**config.mk**
```make
export PLATFORM = sky130hd
export DESIGN_NAME = fws_host
export DESIGN_NICKNAME = d
export VERILOG_FILES = /design/src/rtl/fws_pkg.sv /design/src/rtl/fws_bus_cycle.sv /design/src/rtl/fws_host.sv
export VERILOG_INCLUDE_DIRS = /design/src /design/src/rtl
export SDC_FILE = /design/constraint.sdc
export NUM_CORES = 1
export LEC_CHECK = 0
export BUFFER_PORTS_ARGS = -buffer_cell sky130_fd_sc_hd__buf_2
export CORE_MARGIN = 2
export CORE_UTILIZATION = 60
export DETAILED_ROUTE_END_ITERATION = 10
export GPL_TIMING_DRIVEN = 0
export PLACE_DENSITY_LB_ADDON = 0.1
export RECOVER_POWER = 25
export SKIP_LAST_GASP = 1
export SYNTH_ARGS = -nofsm -noshare
export SYNTH_HDL_FRONTEND = slang
export SYNTH_SLANG_ARGS = --single-unit
```
**constraint.sdc**
```tcl
create_clock -name pclk -period 6.35 [get_ports pclk]
set_input_delay 1.27 -clock pclk [delete_from_list [all_inputs] [get_ports pclk]]
set_output_delay 1.27 -clock pclk [all_outputs]
set_load 0.01 [all_outputs]
```
**src/rtl/fws_params.svh**
```systemverilog
// constants for the flash write-status host controller
// Contract
// program polls complement of bit 7, then true
// same polling for program during erase suspend
// protected program shows busy about 2 us
// erase polls bit 7 low, high when done
// host polls at program or erasing address
// all-protected erase shows busy about 100 us
// erase skips protected sectors, erases the rest
// data valid only on read after bit 7
// status valid after last write strobe rises
// ready/busy pin is open drain, wired-or
// ready/busy low while busy, high when ready
// toggle bit one flips each read while busy
// toggle bit one flips during erase timeout
// toggle stops in suspend, resumes for program
// toggle bit two flips in erasing sectors
// toggle read counts with oe or ce control
// host starts with two reads and compares
// on time limit bit, retest, then fail
// resumed monitoring restarts from double read
// time limit bit high on pulse-count overrun
// after failure write reset command f0 once
// toggle bits invert per read, not time
`ifndef FWS_PARAMS_SVH
`define FWS_PARAMS_SVH

`define FWS_ADDR_W 20
`define FWS_DATA_W 16
`define FWS_APB_AW 8

// ----------------------------------------
// timing
// ----------------------------------------
`define FWS_CLK_PERIOD_NS 5
`define FWS_T_SETUP_NS 10
`define FWS_T_STROBE_NS 70
`define FWS_T_HOLD_NS 30
`define FWS_RB_SETTLE_NS 500
`define FWS_NS_TO_CYC(ns) (((ns) + `FWS_CLK_PERIOD_NS - 1) / `FWS_CLK_PERIOD_NS)
`define FWS_T_SETUP_CYC `FWS_NS_TO_CYC(`FWS_T_SETUP_NS)
`define FWS_T_STROBE_CYC `FWS_NS_TO_CYC(`FWS_T_STROBE_NS)
`define FWS_T_HOLD_CYC `FWS_NS_TO_CYC(`FWS_T_HOLD_NS)
`define FWS_RB_SETTLE_CYC `FWS_NS_TO_CYC(`FWS_RB_SETTLE_NS)

// ----------------------------------------
// register map and fields
// ----------------------------------------
`define FWS_REG_CTRL 8'h00
`define FWS_REG_ADDR 8'h04
`define FWS_REG_DATA 8'h08
`define FWS_REG_STATUS 8'h0c
`define FWS_REG_RDATA 8'h10
`define FWS_CTRL_START 0
`define FWS_CTRL_OP_LSB 1
`define FWS_CTRL_OP_MSB 3
`define FWS_CTRL_METH_LSB 4
`define FWS_CTRL_METH_MSB 5
`define FWS_CTRL_USE_CE 6
`define FWS_ST_BUSY 0
`define FWS_ST_DONE 1
`define FWS_ST_FAIL 2
`define FWS_ST_READY 3
`define FWS_ST_SECTOR 4
`define FWS_ST_TLIMIT 5

// ----------------------------------------
// flash command cycles and status bits
// ----------------------------------------
`define FWS_UNLOCK_A1 20'h00555
`define FWS_UNLOCK_A2 20'h002aa
`define FWS_UNLOCK_D1 16'h00aa
`define FWS_UNLOCK_D2 16'h0055
`define FWS_CMD_PROGRAM 16'h00a0
`define FWS_CMD_ERASE_SETUP 16'h0080
`define FWS_CMD_CHIP_ERASE 16'h0010
`define FWS_CMD_SECTOR_ERASE 16'h0030
`define FWS_CMD_RESET 16'h00f0
`define FWS_CMD_SUSPEND 16'h00b0
`define FWS_CMD_RESUME 16'h0030
`define FWS_ANY_ADDR 20'h00000
`define FWS_LAST_PROGRAM 3'h3
`define FWS_LAST_ERASE 3'h5
`define FWS_LAST_SINGLE 3'h0
`define FWS_BIT_POLL 7
`define FWS_BIT_TOGGLE_ONE 6
`define FWS_BIT_TIME_LIMIT 5
`define FWS_BIT_TOGGLE_TWO 2

`endif

```
**src/rtl/fws_pkg.sv**
```systemverilog
// types shared by the flash write-status host controller
`include "fws_params.svh"
package fws_pkg;

	typedef enum logic [2:0] {
		FWS_OP_NONE = 3'h0,
		FWS_OP_PROGRAM = 3'h1,
		FWS_OP_SECTOR_ERASE = 3'h2,
		FWS_OP_CHIP_ERASE = 3'h3,
		FWS_OP_RESET = 3'h4,
		FWS_OP_READ = 3'h5,
		FWS_OP_SUSPEND = 3'h6,
		FWS_OP_RESUME = 3'h7
	} fws_op_t;

	typedef enum logic [1:0] {
		FWS_M_TOGGLE = 2'h0,
		FWS_M_POLL = 2'h1,
		FWS_M_READY = 2'h2,
		FWS_M_SPARE = 2'h3
	} fws_meth_t;

	typedef struct packed {
		logic write;
		logic use_ce;
		logic [`FWS_ADDR_W-1:0] addr;
		logic [`FWS_DATA_W-1:0] data;
	} fws_req_t;

	typedef struct packed {
		logic ce_n;
		logic oe_n;
		logic we_n;
		logic [`FWS_ADDR_W-1:0] addr;
		logic [`FWS_DATA_W-1:0] dq;
		logic dq_oe;
	} fws_pins_t;

endpackage : fws_pkg

```
**src/rtl/fws_bus_cycle.sv**
```systemverilog
// one asynchronous flash read or write cycle on the parallel pins
`timescale 1ns/1ps
`include "fws_params.svh"
module fws_bus_cycle
	import fws_pkg::*;
#(
	parameter int T_SETUP = `FWS_T_SETUP_CYC,
	parameter int T_STROBE = `FWS_T_STROBE_CYC,
	parameter int T_HOLD = `FWS_T_HOLD_CYC
)(
	// clock and reset
	input wire logic pclk,
	input wire logic presetn,
	// request
	input wire logic start,
	input wire fws_req_t req,
	output logic busy,
	output logic done,
	output logic [`FWS_DATA_W-1:0] rdata,
	// flash pins
	output fws_pins_t pins,
	input wire logic [`FWS_DATA_W-1:0] dq_in
);

	typedef enum logic [4:0] {
		FWS_BC_IDLE = 5'h01,
		FWS_BC_SETUP = 5'h02,
		FWS_BC_STROBE = 5'h04,
		FWS_BC_SAMPLE = 5'h08,
		FWS_BC_HOLD = 5'h10
	} fws_bc_state_t;

	fws_bc_state_t state;
	fws_req_t cur;
	logic [7:0] cnt;
	logic [`FWS_DATA_W-1:0] dq_s1;
	logic [`FWS_DATA_W-1:0] dq_s2;
	logic [`FWS_DATA_W-1:0] dq_s3;
	logic strobe;

	// ----------------------------------------
	// data input synchroniser
	// ----------------------------------------
	always_ff @(posedge pclk or negedge presetn)
	begin
		if (!presetn)
		begin
			dq_s1 <= '0;
			dq_s2 <= '0;
			dq_s3 <= '0;
		end
		else
		begin
			dq_s1 <= dq_in;
			dq_s2 <= dq_s1;
			dq_s3 <= dq_s2;
		end
	end

	// ----------------------------------------
	// cycle sequencing
	// ----------------------------------------
	always_ff @(posedge pclk or negedge presetn)
	begin
		if (!presetn)
		begin
			state <= FWS_BC_IDLE;
			cur <= '0;
			cnt <= 8'h00;
			done <= 1'b0;
			rdata <= '0;
		end
		else
		begin
			done <= 1'b0;
			unique case (state)
				FWS_BC_IDLE:
				begin
					if (start)
					begin
						cur <= req;
						cnt <= 8'(T_SETUP - 1);
						state <= FWS_BC_SETUP;
					end
				end
				FWS_BC_SETUP:
				begin
					cnt <= cnt - 8'h01;
					if (cnt == 8'h00)
					begin
						cnt <= 8'(T_STROBE - 1);
						state <= FWS_BC_STROBE;
					end
				end
				FWS_BC_STROBE:
				begin
					cnt <= cnt - 8'h01;
					if (cnt == 8'h00)
					begin
						cnt <= 8'(T_HOLD - 1);
						state <= cur.write ? FWS_BC_HOLD : FWS_BC_SAMPLE;
					end
				end
				FWS_BC_SAMPLE:
				begin
					// status bits can move during the strobe; wait for two equal samples
					if (dq_s2 == dq_s3)
					begin
						rdata <= dq_s3;
						state <= FWS_BC_HOLD;
					end
				end
				FWS_BC_HOLD:
				begin
					cnt <= cnt - 8'h01;
					if (cnt == 8'h00)
					begin
						done <= 1'b1;
						state <= FWS_BC_IDLE;
					end
				end
				default:
				begin
					state <= FWS_BC_IDLE;
				end
			endcase
		end
	end

	// ----------------------------------------
	// pin decode
	// ----------------------------------------
	assign busy = !state[0];
	assign strobe = (state == FWS_BC_STROBE) || (state == FWS_BC_SAMPLE);

	always_comb
	begin
		pins.addr = cur.addr;
		pins.dq = cur.data;
		pins.dq_oe = cur.write && busy;
		pins.we_n = !(cur.write && (state == FWS_BC_STROBE));
		if (!cur.write && cur.use_ce)
		begin
			// chip enable frames the read, output enable held low
			pins.ce_n = !strobe;
			pins.oe_n = !busy;
		end
		else
		begin
			pins.ce_n = !busy;
			pins.oe_n = cur.write || !strobe;
		end
	end

endmodule : fws_bus_cycle

```
**src/rtl/fws_host.sv**
```systemverilog
// host controller: issues flash program/erase commands and runs status polling
`timescale 1ns/1ps
`include "fws_params.svh"
module fws_host
	import fws_pkg::*;
#(
	parameter int RB_SETTLE = `FWS_RB_SETTLE_CYC
)(
	// clock and reset
	input wire logic pclk,
	input wire logic presetn,
	// apb slave
	input wire logic [`FWS_APB_AW-1:0] paddr,
	input wire logic psel,
	input wire logic penable,
	input wire logic pwrite,
	input wire logic [31:0] pwdata,
	output logic [31:0] prdata,
	output logic pready,
	output logic pslverr,
	// flash pins
	output logic flash_ce_n,
	output logic flash_oe_n,
	output logic flash_we_n,
	output logic [`FWS_ADDR_W-1:0] flash_addr,
	output logic [`FWS_DATA_W-1:0] flash_dq_out,
	output logic flash_dq_oe,
	input wire logic [`FWS_DATA_W-1:0] flash_dq_in,
	input wire logic ready_busy_pin
);

	typedef enum logic [7:0] {
		FWS_S_IDLE = 8'h01,
		FWS_S_CMD = 8'h02,
		FWS_S_CMDW = 8'h04,
		FWS_S_RD = 8'h08,
		FWS_S_RDW = 8'h10,
		FWS_S_EVAL = 8'h20,
		FWS_S_RST = 8'h40,
		FWS_S_RBW = 8'h80
	} fws_state_t;

	fws_state_t state;
	fws_op_t op;
	fws_meth_t meth;
	logic use_ce;
	logic [`FWS_ADDR_W-1:0] op_addr;
	logic [`FWS_DATA_W-1:0] op_data;
	logic [`FWS_DATA_W-1:0] first_rd;
	logic [`FWS_DATA_W-1:0] last_rd;
	logic [`FWS_DATA_W-1:0] result;
	logic [2:0] step;
	logic [1:0] rd_cnt;
	logic recheck;
	logic confirm;
	logic st_done;
	logic st_fail;
	logic st_sector;
	logic st_tlimit;
	logic [15:0] settle;
	logic rb_s1;
	logic rb_s2;
	logic rb_s3;
	logic rb_ready;
	logic apb_setup;
	logic apb_wr;
	logic mapped;
	logic start_req;
	logic busy;
	logic bc_start;
	logic bc_busy;
	logic bc_done;
	logic [`FWS_DATA_W-1:0] bc_rdata;
	fws_req_t bc_req;
	fws_pins_t pins;
	logic polled;
	logic exp7;
	logic toggling;

	// ----------------------------------------
	// apb slave
	// ----------------------------------------
	assign apb_setup = psel && !penable;
	assign pready = 1'b1;
	assign mapped = (paddr == `FWS_REG_CTRL) || (paddr == `FWS_REG_ADDR) || (paddr == `FWS_REG_DATA)
		|| (paddr == `FWS_REG_STATUS) || (paddr == `FWS_REG_RDATA);
	assign pslverr = psel && penable && !mapped;
	assign apb_wr = psel && penable && pwrite && mapped;
	assign busy = (state != FWS_S_IDLE);
	// a start while busy is dropped
	assign start_req = apb_wr && (paddr == `FWS_REG_CTRL) && pwdata[`FWS_CTRL_START] && !busy;

	always_ff @(posedge pclk or negedge presetn)
	begin
		if (!presetn)
		begin
			prdata <= 32'h00000000;
		end
		else if (apb_setup && !pwrite)
		begin
			prdata <= 32'h00000000;
			case (paddr)
				`FWS_REG_CTRL:
				begin
					prdata[`FWS_CTRL_OP_MSB:`FWS_CTRL_OP_LSB] <= op;
					prdata[`FWS_CTRL_METH_MSB:`FWS_CTRL_METH_LSB] <= meth;
					prdata[`FWS_CTRL_USE_CE] <= use_ce;
				end
				`FWS_REG_ADDR: prdata[`FWS_ADDR_W-1:0] <= op_addr;
				`FWS_REG_DATA: prdata[`FWS_DATA_W-1:0] <= op_data;
				`FWS_REG_STATUS:
				begin
					prdata[`FWS_ST_BUSY] <= busy;
					prdata[`FWS_ST_DONE] <= st_done;
					prdata[`FWS_ST_FAIL] <= st_fail;
					prdata[`FWS_ST_READY] <= rb_ready;
					prdata[`FWS_ST_SECTOR] <= st_sector;
					prdata[`FWS_ST_TLIMIT] <= st_tlimit;
				end
				`FWS_REG_RDATA: prdata[`FWS_DATA_W-1:0] <= result;
				default: prdata <= 32'h00000000;
			endcase
		end
	end

	// ----------------------------------------
	// software registers
	// ----------------------------------------
	always_ff @(posedge pclk or negedge presetn)
	begin
		if (!presetn)
		begin
			op <= FWS_OP_NONE;
			meth <= FWS_M_TOGGLE;
			use_ce <= 1'b0;
			op_addr <= '0;
			op_data <= '0;
		end
		else if (apb_wr && !busy)
		begin
			// settings are frozen while an operation runs
			if (paddr == `FWS_REG_CTRL)
			begin
				op <= fws_op_t'(pwdata[`FWS_CTRL_OP_MSB:`FWS_CTRL_OP_LSB]);
				meth <= fws_meth_t'(pwdata[`FWS_CTRL_METH_MSB:`FWS_CTRL_METH_LSB]);
				use_ce <= pwdata[`FWS_CTRL_USE_CE];
			end
			if (paddr == `FWS_REG_ADDR)
				op_addr <= pwdata[`FWS_ADDR_W-1:0];
			if (paddr == `FWS_REG_DATA)
				op_data <= pwdata[`FWS_DATA_W-1:0];
		end
	end

	// ----------------------------------------
	// ready/busy pin synchroniser
	// ----------------------------------------
	always_ff @(posedge pclk or negedge presetn)
	begin
		if (!presetn)
		begin
			rb_s1 <= 1'b0;
			rb_s2 <= 1'b0;
			rb_s3 <= 1'b0;
			rb_ready <= 1'b0;
		end
		else
		begin
			rb_s1 <= ready_busy_pin;
			rb_s2 <= rb_s1;
			rb_s3 <= rb_s2;
			if (rb_s2 == rb_s3)
				rb_ready <= rb_s3;
		end
	end

	// ----------------------------------------
	// command table and bus requests
	// ----------------------------------------
	function automatic logic [`FWS_ADDR_W+`FWS_DATA_W-1:0] cmd_step(input fws_op_t o, input logic [2:0] s,
		input logic [`FWS_ADDR_W-1:0] a, input logic [`FWS_DATA_W-1:0] d);
		logic [`FWS_DATA_W-1:0] c3;
		c3 = (o == FWS_OP_PROGRAM) ? `FWS_CMD_PROGRAM : `FWS_CMD_ERASE_SETUP;
		if (o == FWS_OP_RESET)
			return {`FWS_ANY_ADDR, `FWS_CMD_RESET};
		if (o == FWS_OP_SUSPEND)
			return {`FWS_ANY_ADDR, `FWS_CMD_SUSPEND};
		if (o == FWS_OP_RESUME)
			return {`FWS_ANY_ADDR, `FWS_CMD_RESUME};
		case (s)
			3'h0, 3'h3: cmd_step = (o == FWS_OP_PROGRAM && s == 3'h3) ? {a, d} : {`FWS_UNLOCK_A1, `FWS_UNLOCK_D1};
			3'h1, 3'h4: cmd_step = {`FWS_UNLOCK_A2, `FWS_UNLOCK_D2};
			3'h2: cmd_step = {`FWS_UNLOCK_A1, c3};
			default: cmd_step = (o == FWS_OP_SECTOR_ERASE) ? {a, `FWS_CMD_SECTOR_ERASE}
				: {`FWS_UNLOCK_A1, `FWS_CMD_CHIP_ERASE};
		endcase
	endfunction : cmd_step

	assign polled = (op == FWS_OP_PROGRAM) || (op == FWS_OP_SECTOR_ERASE) || (op == FWS_OP_CHIP_ERASE);
	// program expects its own bit 7, erase expects one
	assign exp7 = (op == FWS_OP_PROGRAM) ? op_data[`FWS_BIT_POLL] : 1'b1;
	// any change between two reads counts, however far apart
	assign toggling = first_rd[`FWS_BIT_TOGGLE_ONE] ^ last_rd[`FWS_BIT_TOGGLE_ONE];
	// reset state spans the whole write; launch it once, not again on its done cycle
	assign bc_start = (state == FWS_S_CMD) || (state == FWS_S_RD)
		|| ((state == FWS_S_RST) && !bc_busy && !bc_done);

	always_comb
	begin
		bc_req.use_ce = use_ce;
		bc_req.write = (state != FWS_S_RD);
		{bc_req.addr, bc_req.data} = cmd_step(op, step, op_addr, op_data);
		if (state == FWS_S_RD)
			{bc_req.addr, bc_req.data} = {op_addr, op_data}; // poll at target address
		else if (state == FWS_S_RST)
			{bc_req.addr, bc_req.data} = {`FWS_ANY_ADDR, `FWS_CMD_RESET};
	end

	fws_bus_cycle u_cycle (
		.pclk(pclk),
		.presetn(presetn),
		.start(bc_start),
		.req(bc_req),
		.busy(bc_busy),
		.done(bc_done),
		.rdata(bc_rdata),
		.pins(pins),
		.dq_in(flash_dq_in)
	);

	assign flash_ce_n = pins.ce_n;
	assign flash_oe_n = pins.oe_n;
	assign flash_we_n = pins.we_n;
	assign flash_addr = pins.addr;
	assign flash_dq_out = pins.dq;
	assign flash_dq_oe = pins.dq_oe;

	// ----------------------------------------
	// operation sequencer
	// ----------------------------------------
	always_ff @(posedge pclk or negedge presetn)
	begin
		if (!presetn)
		begin
			state <= FWS_S_IDLE;
			step <= 3'h0;
			rd_cnt <= 2'h0;
			recheck <= 1'b0;
			confirm <= 1'b0;
			first_rd <= '0;
			last_rd <= '0;
			result <= '0;
			settle <= 16'h0000;
			st_done <= 1'b0;
			st_fail <= 1'b0;
			st_sector <= 1'b0;
			st_tlimit <= 1'b0;
		end
		else
		begin
			if (apb_wr && paddr == `FWS_REG_STATUS)
			begin
				if (pwdata[`FWS_ST_DONE])
					st_done <= 1'b0;
				if (pwdata[`FWS_ST_FAIL])
					st_fail <= 1'b0;
			end
			unique case (state)
				FWS_S_IDLE:
				begin
					if (start_req)
					begin
						step <= 3'h0;
						rd_cnt <= 2'h0;
						recheck <= 1'b0;
						confirm <= 1'b0;
						st_done <= 1'b0;
						st_fail <= 1'b0;
						st_tlimit <= 1'b0;
						state <= (fws_op_t'(pwdata[`FWS_CTRL_OP_MSB:`FWS_CTRL_OP_LSB]) == FWS_OP_READ)
							? FWS_S_RD : FWS_S_CMD;
					end
				end
				FWS_S_CMD: state <= FWS_S_CMDW;
				FWS_S_CMDW:
				begin
					if (bc_done)
					begin
						step <= step + 3'h1;
						state <= FWS_S_CMD;
						if (step == ((op == FWS_OP_PROGRAM) ? `FWS_LAST_PROGRAM
							: polled ? `FWS_LAST_ERASE : `FWS_LAST_SINGLE))
						begin
							// last write strobe has risen, status is now valid
							settle <= 16'(RB_SETTLE);
							state <= !polled ? FWS_S_IDLE : (meth == FWS_M_READY) ? FWS_S_RBW : FWS_S_RD;
							st_done <= !polled;
						end
					end
				end
				FWS_S_RD: state <= FWS_S_RDW;
				FWS_S_RDW:
				begin
					if (bc_done)
					begin
						if (rd_cnt == 2'h0)
							first_rd <= bc_rdata;
						last_rd <= bc_rdata;
						rd_cnt <= rd_cnt + 2'h1;
						state <= FWS_S_EVAL;
					end
				end
				FWS_S_EVAL:
				begin
					if (!polled)
					begin
						result <= last_rd;
						st_done <= 1'b1;
						state <= FWS_S_IDLE;
					end
					else if (meth == FWS_M_POLL)
					begin
						if (confirm)
						begin
							// bit 7 settled on the previous read; this one holds data
							result <= last_rd;
							st_done <= 1'b1;
							state <= FWS_S_IDLE;
						end
						else if (last_rd[`FWS_BIT_POLL] == exp7)
						begin
							confirm <= 1'b1;
							state <= FWS_S_RD;
						end
						else if (recheck)
						begin
							st_tlimit <= 1'b1;
							state <= FWS_S_RST;
						end
						else
						begin
							recheck <= last_rd[`FWS_BIT_TIME_LIMIT];
							state <= FWS_S_RD;
						end
					end
					else if (rd_cnt == 2'h1)
					begin
						state <= FWS_S_RD; // second read of the pair
					end
					else if (!toggling)
					begin
						result <= last_rd;
						st_done <= 1'b1;
						state <= FWS_S_IDLE;
					end
					else if (recheck)
					begin
						st_tlimit <= 1'b1;
						state <= FWS_S_RST; // still toggling after time limit
					end
					else
					begin
						st_sector <= first_rd[`FWS_BIT_TOGGLE_TWO] ^ last_rd[`FWS_BIT_TOGGLE_TWO];
						recheck <= last_rd[`FWS_BIT_TIME_LIMIT];
						rd_cnt <= 2'h0; // fresh double read each round
						state <= FWS_S_RD;
					end
				end
				FWS_S_RST:
				begin
					if (bc_done)
					begin
						st_fail <= 1'b1;
						st_done <= 1'b1;
						state <= FWS_S_IDLE;
					end
				end
				FWS_S_RBW:
				begin
					// pin is slow to fall after the last strobe, so wait before trusting it
					if (settle != 16'h0000)
						settle <= settle - 16'h0001;
					else if (rb_ready)
					begin
						st_done <= 1'b1; // released high means ready
						state <= FWS_S_IDLE;
					end
				end
				default: state <= FWS_S_IDLE;
			endcase
		end
	end

	// ----------------------------------------
	// checks
	// ----------------------------------------
	a_strobe_excl: assert property (@(posedge pclk) disable iff (!presetn) !(!flash_oe_n && !flash_we_n))
		else $error("read and write strobes low together");
	a_poll_address: assert property (@(posedge pclk) disable iff (!presetn)
		(state == FWS_S_RDW && bc_busy && !flash_oe_n) |-> (flash_addr == op_addr))
		else $error("status read not at target address");
	a_ce_read: assert property (@(posedge pclk) disable iff (!presetn)
		(state == FWS_S_RDW && bc_busy && use_ce) |-> (!flash_oe_n && !flash_dq_oe))
		else $error("chip enable controlled read lost output enable");
	a_double_read: assert property (@(posedge pclk) disable iff (!presetn)
		(state == FWS_S_EVAL && polled && meth != FWS_M_POLL && rd_cnt == 2'h1) |=> (state == FWS_S_RD) ##1 (state == FWS_S_RDW))
		else $error("toggle judged on a single read");
	a_confirm_read: assert property (@(posedge pclk) disable iff (!presetn)
		(state == FWS_S_EVAL && polled && meth == FWS_M_POLL && !confirm) |=> (state != FWS_S_IDLE))
		else $error("data taken on the read where bit 7 settled");
	a_limit_retest: assert property (@(posedge pclk) disable iff (!presetn)
		(state == FWS_S_EVAL && polled && meth != FWS_M_POLL && rd_cnt == 2'h2 && toggling && !recheck)
		|=> (state == FWS_S_RD && rd_cnt == 2'h0))
		else $error("toggle round not restarted");
	a_fail_reset: assert property (@(posedge pclk) disable iff (!presetn)
		(state == FWS_S_EVAL && $past(state) == FWS_S_RDW && recheck && $stable(recheck)) ##1 (state == FWS_S_RST)
		|-> (bc_req.write && bc_req.data == `FWS_CMD_RESET) ##1 (state == FWS_S_RST && !st_fail))
		else $error("failure not followed by reset command");
	a_single_reset: assert property (@(posedge pclk) disable iff (!presetn)
		(state == FWS_S_RST && bc_done) |=> !bc_busy)
		else $error("reset command written more than once");
	a_start_taken: assert property (@(posedge pclk) disable iff (!presetn)
		start_req |=> (state == FWS_S_CMD || state == FWS_S_RD) && !st_done && !st_fail)
		else $error("start not taken");

endmodule : fws_host

```
# Yosys cells after proc, flatten, opt, wreduce, memory -nomap -nowiden
# Index checks and enable logic that the tools add are counted.
# Widths: inputs -> output; s select.
[op_classes]
add_sub_neg = 4
n_eq_ne = 63
n_mux = 119
bitwise = 5
reduce_logical = 66
[ops]
columns = ["operator", "count"]
rows = [
  ["$mux 36", 10],
  ["$mux 16", 8],
  ["$mux 8", 16],
  ["$pmux 36 s3", 1],
  ["$pmux 8 s8", 1],
  ["$pmux 5 s5", 2],
  ["$mux 1", 45],
  ["$pmux 16 s2", 1],
  ["$pmux 8 s4", 1],
  ["$mux 5", 6],
  ["$pmux 9 s3", 1],
  ["$eq 8x4->1 const B", 3],
  ["$ne 2x2->1 const B", 12],
  ["$mux 7", 3],
  ["$ne 3x3->1 const B", 6],
  ["$logic_and 1x1->1", 17],
  ["$eq 16x16->1", 1],
  ["$eq 8x3->1 const B", 2],
  ["$eq 8x5->1 const B", 2],
  ["$logic_not 8->1", 2],
  ["$mux 2", 8],
  ["$reduce_bool 16->1", 1],
  ["$sub 16x1->16 const B", 1],
  ["$eq 3x3->1 const B", 5],
  ["other kinds (48)", 102],
]
[totals]
reg_bits = 256
inputBits = 62
wordCells = 291

# Logic depth before layout (Yosys ltp)
# Gate-level depths: netlist of run 1.
[depth]
word_depth = 13
depth_mapped = 9
ltp_nobuf = 7

# Modules after synthesis
# A second synthesis of run 1 with hierarchy kept.
[unflattened]
hier_cells = 1008
hier_area_um2 = 11646.2
[modules_own_cells]
columns = ["module", "instances", "cells_each", "area_per_inst_um2", "seq_area_each_um2"]
rows = [
  ["fws_host", 1, 687, 7086.8, 3379.5],
  ["fws_bus_cycle", 1, 321, 4559.4, 2904.0],
]

# Worst setup path before layout of run 1
# OpenSTA, ideal clock, no wires.
[synth_timing]
path_kind = "input port to output port"
start = "input port paddr[1]"
end = "output port pslverr"
arrival_ns = 2.719
required_time_ns = 5.080
slack_ns = 2.361
stages = 5
path_buffers = 2
path_cell_list = "or4_1 -> buf_2 -> nor3_2 -> clkbuf_1 -> nor3_1"
[synth_between]
elab_chain_cells = 7
word_cells_on_any_way = 11
classes_between = "eq/ne (4); reduce/logical (7)"
[synth_rtl]
columns = ["item", "line_no", "text"]
rows = [
  ["start: declaration", "fws_host.sv:13", "input wire logic [`FWS_APB_AW-1:0] paddr,"],
  ["$eq 8x3->1 or $logic_not 8->1 (tied branches)", "n/a", ""],
  ["$logic_or 1x1->1 (3 in a row)", "fws_host.sv:85", "assign mapped = (paddr == `FWS_REG_CTRL) || (paddr == `FWS_REG_ADDR) || (paddr == `FWS_REG_DATA)"],
  ["$logic_or 1x1->1 *", "fws_host.sv:85", ""],
  ["$logic_not 1->1 *", "fws_host.sv:87", "assign pslverr = psel && penable && !mapped;"],
  ["$logic_and 1x1->1 *", "fws_host.sv:87", ""],
  ["end: declaration", "fws_host.sv:20", "output logic pslverr,"],
]
# Every way passes the cells marked *; elsewhere a longest branch is shown, timed or not.

# Worst setup path after layout of run 1
[layout_timing]
start = "input port paddr[2]"
end = "output port pslverr"
# The elaborated chain is that of the path after synthesis.

==> run_summary.xml, run 1 <==
<?xml version="1.0" encoding="UTF-8"?>
<metrics>
  <group name="outcome">
    <metric name="status" unit="">finished with violations</metric>
    <metric name="failed_checks" unit="">max-capacitance violations, max-slew violations</metric>
  </group>
  <group name="floorplan">
    <metric name="io_pins" unit="">136</metric>
    <metric name="die_footprint" unit="sq um">20500</metric>
    <metric name="floorplan.initialDensity" unit="%">61.6</metric>
    <metric name="die_width" unit="microns">143</metric>
    <metric name="floorplan.die.height" unit="microns">143</metric>
    <metric name="rows" unit="">50</metric>
    <metric name="core_region_area" unit="sq um">18900</metric>
  </group>
  <group name="grt">
    <metric name="grt.total_usage" unit="%">27.5</metric>
    <metric name="first_pass_grt_wire_length" unit="microns">44000</metric>
    <metric name="maximum_number_of_pins_on_one_net_before_global_route_repair" unit="">113</metric>
    <metric name="initial_antenna_violation_count" unit="">0</metric>
    <metric name="grt_pass1_vias" unit="">8162</metric>
    <metric name="grt_remaining_overflow" unit="">0</metric>
  </group>
  <group name="timing">
    <metric name="final-max-slew-violation-count" unit="">142</metric>
    <metric name="slew-limit-headroom" unit="%">-66.3</metric>
    <metric name="post-route-period-util" unit="%">76.0</metric>
    <metric name="hold_viol" unit="">0</metric>
    <metric name="tightestPinTransition" unit="ns">2.49</metric>
    <metric name="fmax" unit="MHz">207</metric>
    <metric name="setup_viol" unit="">0</metric>
    <metric name="worst_clock_skew" unit="ns">0.0158</metric>
    <metric name="unrepaired_setup_endpoints_after_global_routing" unit="">no</metric>
    <metric name="fin_setup_tns" unit="ns">0</metric>
    <metric name="final.min_clock_period" unit="ns">4.82</metric>
  </group>
  <group name="synthesis">
    <metric name="synth-warning-count" unit="">0</metric>
    <metric name="ys_seq_elements" unit="">251</metric>
    <metric name="synth_fa_ha_area_share" unit="%">1.16</metric>
    <metric name="synthDistinctLibCells" unit="">85</metric>
    <metric name="synth-edff-count" unit="">0</metric>
    <metric name="synth_area_in_compound_gates" unit="%">13.2</metric>
    <metric name="ys_seq_area_share" unit="%">54.0</metric>
    <metric name="syn_inst" unit="">1036</metric>
    <metric name="synth.mux.area_fraction" unit="%">10.1</metric>
    <metric name="post_synth_and_or_nand_nor_area_fraction" unit="%">13.7</metric>
    <metric name="synth.cell_area" unit="sq um">11600</metric>
    <metric name="async_flop_share" unit="%">100</metric>
    <metric name="synth.avg_cell_area" unit="sq um">11.2</metric>
    <metric name="synthFlopType" unit="">dfrtp_1</metric>
    <metric name="largest_family_of_logic_cells_by_synthesized_area" unit="">simple AND/OR/NAND/NOR gates</metric>
    <metric name="synthXorXnorAreaFrac" unit="%">1.96</metric>
  </group>
  <group name="setup_path">
    <metric name="startpoint_to_endpoint_class_of_the_critical_path" unit="">input port to primary output</metric>
    <metric name="crit_path_max_fanout" unit="">10</metric>
    <metric name="worstPathArrival" unit="ns">3.55</metric>
    <metric name="reg2reg_to" unit="">u_cycle.pins[32]$_DFFE_PN0P_</metric>
    <metric name="reg2reg_setup_slack" unit="ns">3.10</metric>
    <metric name="start_kind" unit="">input port</metric>
    <metric name="setup.worst_path.end_class" unit="">primary output</metric>
    <metric name="critical_path_required" unit="ns">5.08</metric>
    <metric name="timing.rr.start" unit="">step[2]$_DFFE_PN0P_</metric>
    <metric name="r2r_cell_count" unit="">9</metric>
  </group>
  <group name="detailed_routing">
    <metric name="detail_route.first_pass.iterations" unit="">5</metric>
    <metric name="drtAntennaViolNets" unit="">0</metric>
    <metric name="wl_per_cell" unit="microns">18.9</metric>
    <metric name="viasPerCell" unit="">5.90</metric>
    <metric name="residual_drc" unit="">0</metric>
    <metric name="routed-via-count" unit="">8637</metric>
    <metric name="wirelength" unit="microns">27700</metric>
    <metric name="first_iter_violations" unit="">545</metric>
  </group>
  <group name="cts">
    <metric name="clock_sinks" unit="">251</metric>
    <metric name="path_clk_slew" unit="ns">0.06</metric>
    <metric name="cts_tree" unit="">yes</metric>
    <metric name="postCtsResizedCells" unit="">0</metric>
    <metric name="htree_levels" unit="">1</metric>
    <metric name="cts_inserted_buffers" unit="">26</metric>
    <metric name="clock_latency" unit="ns">0.54</metric>
    <metric name="clock_root_cell" unit="">clkbuf_16</metric>
    <metric name="clk_path_buf_depth" unit="">3</metric>
    <metric name="cts_hold_repair.buffers" unit="">0</metric>
    <metric name="cts_post_setup_buffers_inserted" unit="">0</metric>
  </group>
  <group name="pwr">
    <metric name="vdd_ir_drop_max" unit="V">0.000247</metric>
    <metric name="power-per-cell-area" unit="nW/um^2">317</metric>
    <metric name="finalPower" unit="mW">4.25</metric>
    <metric name="power.static_leakage" unit="nW">6.45</metric>
  </group>
  <group name="final_layout">
    <metric name="antenna-diode-count" unit="">0</metric>
    <metric name="syn_to_final_growth" unit="%">15.0</metric>
    <metric name="layout.area.seq" unit="sq um">6280</metric>
    <metric name="n_fill_cell" unit="">1442</metric>
    <metric name="share_of_layout_cells_above_drive_strength_1" unit="%">28.1</metric>
    <metric name="final_net_count" unit="">1259</metric>
    <metric name="total_area_of_multi_input_combinational_cells" unit="sq um">4720</metric>
  </group>
  <group name="place">
    <metric name="io_buffers" unit="">110</metric>
    <metric name="detailedPlacementHpwl" unit="microns">20000</metric>
    <metric name="place_congestion" unit="">0.910</metric>
  </group>
  <group name="hold_path">
    <metric name="hold_path.startpoint" unit="">u_cycle.dq_s1[9]$_DFF_PN0_</metric>
    <metric name="timing.hold.worst.class" unit="">flip-flop to flip-flop</metric>
    <metric name="holdPathStages" unit="">0</metric>
    <metric name="hold-path-endpoint" unit="">u_cycle.dq_s2[9]$_DFF_PN0_</metric>
  </group>
  <group name="run">
    <metric name="max_cap_viol_count" unit="">2</metric>
  </group>
</metrics>
flip-flops by register name (all words and copies together) (netlist names), 5 cells and up:
| register | flops |
|---|---|
| op_addr | 20 |
| result | 16 |
| u_cycle.cnt | 8 |
| last_rd | 16 |
| state | 8 |
| op_data | 16 |
| u_cycle.pins | 36 |
| u_cycle.dq_s3 | 16 |
| prdata | 20 |
| u_cycle.dq_s2 | 16 |
| u_cycle.state | 5 |
| u_cycle.dq_s1 | 16 |
| settle | 16 |
| u_cycle.rdata | 16 |
power by group:
part / switching, mW / internal, mW
sequential: 0.0919 / 1.72
clock: 0.614 / 0.829
combinational: 0.582 / 0.407
total: 1.29 / 2.96
worst max path at each step:
stage	slack, ns	cells after the start	start	to
after floorplan	2.36	5	paddr[1]	pslverr
after detailed placement	1.57	7	paddr[1]	pslverr
after global placement	-0.41	1	presetn	settle[7]$_DFFE_PN0P_
after CTS	1.53	7	paddr[1]	pslverr
final	1.53	7	paddr[2]	pslverr
after global routing	0.80	2	presetn	op_addr[3]$_DFFE_PN0P_
cell usage after synthesis, types with 4 or more instances:
cell	n	area share (%)
nand4_1	6	0.32
or2_2	4	0.22
mux2_2	95	9.2
nor2b_1	12	0.65
dfrtp_1	249	54
a21oi_1	32	1.4
a211oi_1	6	0.39
xor2_1	18	1.4
or4_1	4	0.26
nand2_1	110	3.5
a32oi_1	6	0.45
nor4_2	4	0.43
o31ai_1	11	0.71
o21ai_0	58	2.5
a22o_1	14	1.1
a31oi_1	16	0.86
buf_4	50	3.2
inv_1	24	0.77
and3_1	9	0.48
nor3_1	15	0.65
nand3_1	20	0.86
nor2_1	34	1.1
a21o_1	11	0.71
buf_1	5	0.16
xnor2_1	8	0.60
nor4_1	11	0.59
buf_2	9	0.39
ha_1	10	1.1
clkbuf_1	32	1.0
a2bb2oi_1	7	0.53
a221oi_1	5	0.38
nor3_2	5	0.43
a22oi_1	5	0.32
a221o_1	6	0.52
o21a_1	4	0.26
nand2b_1	15	0.81
or3_1	11	0.59
o22ai_1	9	0.48
mux2i_1	8	0.69
kinds of logic after synthesis:
group,after synthesis
flip-flops,251
XOR/XNOR,26
other,2
adder cells (fa/ha/maj),11
AO/OA/AOI/OAI,226
AND/OR/NAND/NOR,293
multiplexers,105
buffers and inverters,122
stage by stage:
stage	cell area, sq um	setup slack [ns]	hold slack [ns]	cells	util, %
after floorplan	11700	2.36	0.331	1047	-
after global placement	12600	-0.407	0.331	1417	66.4
after detailed placement	12600	1.57	0.335	1419	66.8
after CTS	13400	1.53	0.348	1464	71.0
after global routing	13400	0.797	0.356	1464	70.8
final	13400	1.53	0.347	1464	70.8
layout by cell type (no fill, tap or decap), drive strengths merged, types with 4 or more instances in the layout:
master	netlist	routed
a211oi	6	6
a21o	11	11
a21oi	32	32
a221o	6	6
a221oi	5	5
a22o	14	14
a22oi	5	5
a2bb2oi	7	7
a31oi	17	17
a32oi	6	6
and3	9	9
buf	66	176
clkbuf	32	71
clkinv	0	6
conb	2	13
dfrtp	249	249
ha	10	10
inv	24	24
mux2	97	97
mux2i	8	8
nand2	110	110
nand2b	15	15
nand3	21	21
nand4	7	7
nor2	35	35
nor2b	12	12
nor3	20	20
nor3b	4	4
nor4	17	17
o21a	4	4
o21ai	62	62
o22ai	9	9
o31ai	11	11
or2	5	5
or3	11	11
or4	7	7
xnor2	8	8
xor2	18	18
metal layers:
metal	global-route usage, %	part of all wire [%]	vias to the layer above
li1	-	-	4000
met1	38.9	44	4286
met2	45.1	47	305
met3	3.62	6.2	46
met4	7.74	2.4	0
met5	0	0	-
critical path: stages:
cell and delay [ns]:
buf_2 0.11, clkbuf_1 0.24, or3b_2 0.51, nor3_2 0.54, clkbuf_1 0.56, nor3_1 0.14, buf_2 0.18
final cells by class:
class	count	area share, %
Buffer	98	4.35
Clock buffer	37	5.39
Clock inverter	8	0.589
Inverter	24	0.673
Multi-Input combinational cell	674	35.3
Sequential cell	251	47.0
Tap cell	260	2.43
Timing Repair Buffer	112	4.35
Note: power is estimated with default switching activity, not from simulation.
==> run 2, diff against run 1 <==
Settings changed: CORE_UTILIZATION 60 to 53.
Clock period 6.35 ns to 4.24 ns, I/O delays scaled along.
==> run 2 against run 1 <==
The flow still finishes with violations (max-capacitance violations, max-slew violations). Setup slack got worse by 1.2 ns. Sequential share of layout area decreased by 0.78 points. Hold slack got worse by 0.0047 ns. Wire length decreased by 1.1%. Final area increased by 1.7%. Global-route usage decreased by 3.7 points. Clock skew increased by 0.0095 ns. Die area increased by 13%. Via count decreased by 1.7%. Critical path depth unchanged. Power increased by 57%.
==> run_summary.xml, run 2 (synthesized netlist as in run 1, its figures left out) <==
<?xml version="1.0" encoding="UTF-8"?>
<metrics>
  <group name="final_layout">
    <metric name="n_fill_cell" unit="">1773</metric>
    <metric name="finish.cell_count_without_fillers" unit="">1489</metric>
    <metric name="syn_to_final_growth" unit="%">17.0</metric>
    <metric name="final_core_util" unit="%">62.7</metric>
    <metric name="top_library_cells_by_usage_in_the_layout_fill_and_taps_aside" unit="">249 x dfrtp_1, 118 x buf_2, 110 x nand2_1, 95 x mux2_2, 58 x o21ai_0</metric>
    <metric name="share_of_layout_cells_above_drive_strength_1" unit="%">28.6</metric>
    <metric name="final_common_cell" unit="">dfrtp_1</metric>
    <metric name="total_area_of_multi_input_combinational_cells" unit="sq um">4720</metric>
    <metric name="antenna-diode-count" unit="">0</metric>
    <metric name="largest_reg_flops" unit="">36</metric>
    <metric name="layout.area.seq" unit="sq um">6280</metric>
    <metric name="final_net_count" unit="">1261</metric>
  </group>
  <group name="detailed_routing">
    <metric name="routed-via-count" unit="">8486</metric>
    <metric name="residual_drc" unit="">0</metric>
    <metric name="detail_route.first_pass.iterations" unit="">6</metric>
    <metric name="wl_per_cell" unit="microns">18.4</metric>
    <metric name="first_iter_violations" unit="">645</metric>
    <metric name="drtAntennaViolNets" unit="">0</metric>
    <metric name="wirelength" unit="microns">27400</metric>
    <metric name="viasPerCell" unit="">5.70</metric>
  </group>
  <group name="place">
    <metric name="dpl.cell_count" unit="">1439</metric>
    <metric name="io_buffers" unit="">110</metric>
    <metric name="place_congestion" unit="">0.888</metric>
    <metric name="detailedPlacementHpwl" unit="microns">20000</metric>
  </group>
  <group name="timing">
    <metric name="worst_clock_skew" unit="ns">0.0253</metric>
    <metric name="tightestPinTransition" unit="ns">3.13</metric>
    <metric name="fmax" unit="MHz">256</metric>
    <metric name="setup_viol" unit="">0</metric>
    <metric name="post-route-period-util" unit="%">92.1</metric>
    <metric name="final.min_clock_period" unit="ns">3.91</metric>
    <metric name="hold_viol" unit="">0</metric>
    <metric name="unrepaired_setup_endpoints_after_global_routing" unit="">no</metric>
    <metric name="slew-limit-headroom" unit="%">-109</metric>
    <metric name="final-max-slew-violation-count" unit="">66</metric>
  </group>
  <group name="grt">
    <metric name="maximum_number_of_pins_on_one_net_before_global_route_repair" unit="">104</metric>
    <metric name="grt_remaining_overflow" unit="">0</metric>
    <metric name="grt.total_usage" unit="%">23.8</metric>
    <metric name="first_pass_grt_wire_length" unit="microns">44900</metric>
    <metric name="initial_antenna_violation_count" unit="">0</metric>
    <metric name="grt_pass1_vias" unit="">8171</metric>
  </group>
  <group name="pwr">
    <metric name="power-per-cell-area" unit="nW/um^2">491</metric>
    <metric name="power.static_leakage" unit="nW">6.54</metric>
    <metric name="finalPower" unit="mW">6.68</metric>
    <metric name="vdd_ir_drop_max" unit="V">0.000341</metric>
  </group>
  <group name="cts">
    <metric name="cts_hold_repair.buffers" unit="">0</metric>
    <metric name="postCtsResizedCells" unit="">0</metric>
    <metric name="clk_path_buf_depth" unit="">3</metric>
    <metric name="clock_sinks" unit="">251</metric>
    <metric name="clock_root_cell" unit="">clkbuf_16</metric>
    <metric name="htree_levels" unit="">1</metric>
    <metric name="cts_inserted_buffers" unit="">28</metric>
    <metric name="cts_post_setup_buffers_inserted" unit="">0</metric>
    <metric name="cts_tree" unit="">yes</metric>
    <metric name="path_clk_slew" unit="ns">0.06</metric>
    <metric name="clock_latency" unit="ns">0.56</metric>
  </group>
  <group name="setup_path">
    <metric name="critical_path.n_buffers_inverters" unit="">4</metric>
    <metric name="critical-path-max-stage-delay" unit="ns">0.53</metric>
    <metric name="setup.worst_path.end_class" unit="">primary output</metric>
    <metric name="critical_path_required" unit="ns">3.39</metric>
    <metric name="start_kind" unit="">input port</metric>
    <metric name="startpoint_to_endpoint_class_of_the_critical_path" unit="">input port to primary output</metric>
    <metric name="worstPathArrival" unit="ns">3.06</metric>
    <metric name="cell_class_contributing_the_biggest_share_of_worst_path_delay" unit="">simple AND/OR/NAND/NOR gates</metric>
    <metric name="crit_path_max_fanout" unit="">10</metric>
    <metric name="worstPathCellList" unit="">buf_2 &gt; clkbuf_1 &gt; or3b_2 &gt; nor3_2 &gt; clkbuf_1 &gt; nor3_1 &gt; buf_2</metric>
    <metric name="crit_slowest_cell" unit="">clkbuf_1</metric>
  </group>
  <group name="floorplan">
    <metric name="io_pins" unit="">136</metric>
    <metric name="core_region_area" unit="sq um">21700</metric>
    <metric name="rows" unit="">54</metric>
    <metric name="die_width" unit="microns">152</metric>
    <metric name="floorplan.initialDensity" unit="%">53.6</metric>
    <metric name="floorplan.die.height" unit="microns">152</metric>
    <metric name="die_footprint" unit="sq um">23200</metric>
  </group>
  <group name="run">
    <metric name="max_cap_viol_count" unit="">1</metric>
  </group>
  <group name="hold_path">
    <metric name="timing.hold.worst.class" unit="">flip-flop to flip-flop</metric>
  </group>
  <group name="outcome">
    <metric name="failed_checks" unit="">max-capacitance violations, max-slew violations</metric>
    <metric name="status" unit="">finished with violations</metric>
  </group>
</metrics>
==> run 2: cell types whose count changed in the layout (fill, tap and decap cells not counted) <==
cell,delta
clkbuf_1,-4
bufinv_16,+2
clkbuf_16,+2
clkbuf_8,+2
clkinv_2,-2
clkinv_4,+2
buf_16,+1
clkbuf_2,-1
clkdlybuf4s25_1,+1
clkinv_16,+1
clkinvlp_4,+1
==> run 2: routing by layer <==
layer	share of wire (%)	up-vias	global-route usage, %
li1	-	4006	-
met1	45	4161	35.2
met2	47	293	37.8
met3	6.4	26	3.41
met4	1.5	0	5.12
met5	0	-	0
==> run 2: area by class of cell <==
cell class                 count  share of cell area (%)
buffer                        98                    4.28
multi-input combinational    674                    34.7
tap                          280                    2.57
inverter                      24                   0.662
timing repair buffer         112                    4.49
clock buffer                  38                    5.79
clock inverter                12                    1.35
sequential                   251                    46.2
==> run 2: worst reg2reg max path, stage by stage, from the launching register on <==
cell	delay [ns]
dfrtp_1	0.34
clkbuf_1	0.34
inv_1	0.12
ha_1	0.31
nor2_1	0.23
a32oi_1	0.15
o31ai_1	0.88
clkbuf_1	0.49
nand2_1	0.14
o21ai_0	0.16
==> run 2: path summary, 6_finish.rpt <==
kind                       cells past startpoint  slack, ns                   startpoint                      endpoint
max                                            7       0.33                     paddr[2]                       pslverr
min                                            0       0.34  u_cycle.dq_s1[12]$_DFF_PN0_   u_cycle.dq_s2[12]$_DFF_PN0_
max reg2reg                                    9       1.00          step[2]$_DFFE_PN0P_  u_cycle.pins[33]$_DFFE_PN0P_
min reg2reg                                    0       0.34  u_cycle.dq_s1[12]$_DFF_PN0_   u_cycle.dq_s2[12]$_DFF_PN0_
max in group asynchronous                      3       0.74                      presetn               rb_s3$_DFF_PN0_
min in group asynchronous                      1       1.53                      presetn        prdata[13]$_DFFE_PN0P_
==> run 2: metrics by stage <==
| stage | area [sq um] | setup TNS [ns] | hold WS [ns] | setup slack [ns] |
|---|---|---|---|---|
| floorplan | 11700 | 0 | 0.331 | 1.09 |
| global placement | 12600 | -543.07 | 0.332 | -2.21 |
| detailed placement | 12600 | 0 | 0.335 | 0.369 |
| CTS | 13600 | 0 | 0.231 | 0.367 |
| global route | 13600 | 0 | 0.338 | 0.122 |
| finish | 13600 | 0 | 0.342 | 0.334 |
==> run 2: where the power goes <==
group / switching (mW) / internal, mW / leakage (nW)
Clock: 0.989 / 1.50 / 0.468
Combinational: 0.864 / 0.612 / 2.74
Sequential: 0.137 / 2.58 / 3.34
Total: 1.99 / 4.69 / 6.54
==> run 3, diff against run 2 <==
Settings changed: BUFFER_PORTS_ARGS -buffer_cell sky130_fd_sc_hd__buf_2 to -buffer_cell sky130_fd_sc_hd__clkbuf_2, CORE_UTILIZATION 53 to 30.
==> run 3 against run 2 <==
Critical endpoint unchanged. Count of clock-buffer cells in the layout up 1. Die area increased by 74%. Flip-flop and latch count unchanged. Register-to-register slack lost 0.12 ns. Wire length up 19%. Highest routed layer unchanged. The flow still finishes with violations (max-capacitance violations, max-slew violations).
==> run_summary.xml, run 3 (synthesized netlist as in run 1, its figures left out) <==
<?xml version="1.0" encoding="UTF-8"?>
<metrics>
  <group name="final_layout">
    <metric name="layout.cell_area.non_filler" unit="sq um">13900</metric>
    <metric name="share_of_layout_cells_above_drive_strength_1" unit="%">28.7</metric>
    <metric name="final_common_cell" unit="">dfrtp_1</metric>
    <metric name="final_net_count" unit="">1262</metric>
    <metric name="n_fill_cell" unit="">3867</metric>
    <metric name="largest_reg_flops" unit="">36</metric>
    <metric name="top_library_cells_by_usage_in_the_layout_fill_and_taps_aside" unit="">249 x dfrtp_1, 110 x nand2_1, 110 x clkbuf_2, 95 x mux2_2, 58 x o21ai_0</metric>
    <metric name="syn_to_final_growth" unit="%">19.3</metric>
    <metric name="total_area_of_multi_input_combinational_cells" unit="sq um">4720</metric>
    <metric name="finish.cell_count_without_fillers" unit="">1728</metric>
    <metric name="antenna-diode-count" unit="">0</metric>
    <metric name="layout.area.seq" unit="sq um">6280</metric>
    <metric name="final_core_util" unit="%">36.1</metric>
  </group>
  <group name="grt">
    <metric name="first_pass_grt_wire_length" unit="microns">51700</metric>
    <metric name="grt.total_usage" unit="%">16.3</metric>
    <metric name="initial_antenna_violation_count" unit="">0</metric>
    <metric name="grt_pass1_vias" unit="">8342</metric>
    <metric name="maximum_number_of_pins_on_one_net_before_global_route_repair" unit="">93</metric>
    <metric name="grt_remaining_overflow" unit="">0</metric>
  </group>
  <group name="place">
    <metric name="place_congestion" unit="">0.806</metric>
    <metric name="dpl-instance-area" unit="sq um">12900</metric>
    <metric name="dpl.cell_count" unit="">1677</metric>
    <metric name="detailedPlacementHpwl" unit="microns">24000</metric>
    <metric name="place_ws" unit="ns">0.217</metric>
    <metric name="io_buffers" unit="">110</metric>
  </group>
  <group name="floorplan">
    <metric name="floorplan.initialDensity" unit="%">30.2</metric>
    <metric name="core_region_area" unit="sq um">38500</metric>
    <metric name="rows" unit="">72</metric>
    <metric name="io_pins" unit="">136</metric>
    <metric name="die_width" unit="microns">201</metric>
    <metric name="die_footprint" unit="sq um">40400</metric>
    <metric name="floorplan.die.height" unit="microns">201</metric>
  </group>
  <group name="setup_path">
    <metric name="setup.worst_path.end_class" unit="">primary output</metric>
    <metric name="crit_path_max_fanout" unit="">10</metric>
    <metric name="start_kind" unit="">input port</metric>
    <metric name="startpoint_to_endpoint_class_of_the_critical_path" unit="">input port to primary output</metric>
    <metric name="critical_path_required" unit="ns">3.39</metric>
    <metric name="worstPathArrival" unit="ns">3.18</metric>
  </group>
  <group name="pwr">
    <metric name="power.static_leakage" unit="nW">6.52</metric>
    <metric name="vdd_ir_drop_max" unit="V">0.000316</metric>
    <metric name="power-per-cell-area" unit="nW/um^2">488</metric>
    <metric name="finalPower" unit="mW">6.77</metric>
  </group>
  <group name="timing">
    <metric name="slew-limit-headroom" unit="%">-60.8</metric>
    <metric name="hold_viol" unit="">0</metric>
    <metric name="post-route-period-util" unit="%">95.0</metric>
    <metric name="setup_viol" unit="">0</metric>
    <metric name="worst_clock_skew" unit="ns">0.0124</metric>
    <metric name="timing.final.ws_setup" unit="ns">0.211</metric>
    <metric name="fin_setup_tns" unit="ns">0</metric>
    <metric name="fmax" unit="MHz">248</metric>
    <metric name="final.min_clock_period" unit="ns">4.03</metric>
    <metric name="final-max-slew-violation-count" unit="">92</metric>
    <metric name="hold-worst-slack" unit="ns">0.346</metric>
    <metric name="tightestPinTransition" unit="ns">2.41</metric>
    <metric name="unrepaired_setup_endpoints_after_global_routing" unit="">no</metric>
  </group>
  <group name="cts">
    <metric name="postCtsResizedCells" unit="">0</metric>
    <metric name="clock_sinks" unit="">251</metric>
    <metric name="cts_hold_repair.buffers" unit="">0</metric>
    <metric name="cts_post_setup_buffers_inserted" unit="">0</metric>
    <metric name="clock_latency" unit="ns">0.57</metric>
    <metric name="cts_inserted_buffers" unit="">29</metric>
    <metric name="path_clk_slew" unit="ns">0.05</metric>
    <metric name="clock_root_cell" unit="">clkbuf_16</metric>
    <metric name="htree_levels" unit="">1</metric>
    <metric name="clk_path_buf_depth" unit="">3</metric>
    <metric name="cts_tree" unit="">yes</metric>
  </group>
  <group name="detailed_routing">
    <metric name="routed-via-count" unit="">8418</metric>
    <metric name="wirelength" unit="microns">32600</metric>
    <metric name="viasPerCell" unit="">4.87</metric>
    <metric name="first_iter_violations" unit="">582</metric>
    <metric name="detail_route.first_pass.iterations" unit="">5</metric>
    <metric name="drtAntennaViolNets" unit="">0</metric>
    <metric name="residual_drc" unit="">0</metric>
    <metric name="wl_per_cell" unit="microns">18.9</metric>
  </group>
  <group name="run">
    <metric name="max_cap_viol_count" unit="">1</metric>
  </group>
  <group name="hold_path">
    <metric name="timing.hold.worst.class" unit="">flip-flop to flip-flop</metric>
  </group>
  <group name="outcome">
    <metric name="status" unit="">finished with violations</metric>
    <metric name="failed_checks" unit="">max-capacitance violations, max-slew violations</metric>
  </group>
</metrics>
run 3: worst max-delay path: stages:
cell and delay [ns]:
clkbuf_2 0.09, clkbuf_1 0.25, or3b_2 0.52, nor3_2 0.56
clkbuf_1 0.59, nor3_1 0.14, clkbuf_2 0.17
run 3: per-layer routing:
metal	up-vias	part of all wire, %	track usage (%)
met5	-	0	0
met4	0	1.6	3.65
met3	34	4.5	2.34
met2	209	45	25.7
met1	4154	49	23.7
li1	4021	-	-
run 3: power by group:
part           total, mW  switching (mW)  internal (mW)
clock network       2.54            1.04           1.51
logic               1.51           0.897          0.612
registers           2.72           0.139           2.58
run 3: layout make-up:
type                            count  area share [%]
Clock buffer                       39            5.79
Sequential cell                   251            45.3
Buffer                             98            4.19
Inverter                           24           0.649
Timing Repair Buffer              112            4.36
Tap cell                          518            4.67
Multi-Input combinational cell    674            34.0
Clock inverter                     12            1.08
run 3: path summary, 6_finish.rpt:
check / start / endpoint / slack, ns / cells past startpoint
max in group asynchronous: presetn / state[0]$_DFFE_PN1P_ / 1.49 / 3
min in group asynchronous: presetn / u_cycle.pins[15]$_DFFE_PN0P_ / 1.01 / 1
setup / recovery: paddr[2] / pslverr / 0.21 / 7
setup reg to reg: step[2]$_DFFE_PN0P_ / u_cycle.pins[26]$_DFFE_PN0P_ / 0.88 / 9
hold reg to reg: u_cycle.dq_s1[7]$_DFF_PN0_ / u_cycle.dq_s2[7]$_DFF_PN0_ / 0.35 / 0
hold / removal: u_cycle.dq_s1[7]$_DFF_PN0_ / u_cycle.dq_s2[7]$_DFF_PN0_ / 0.35 / 0
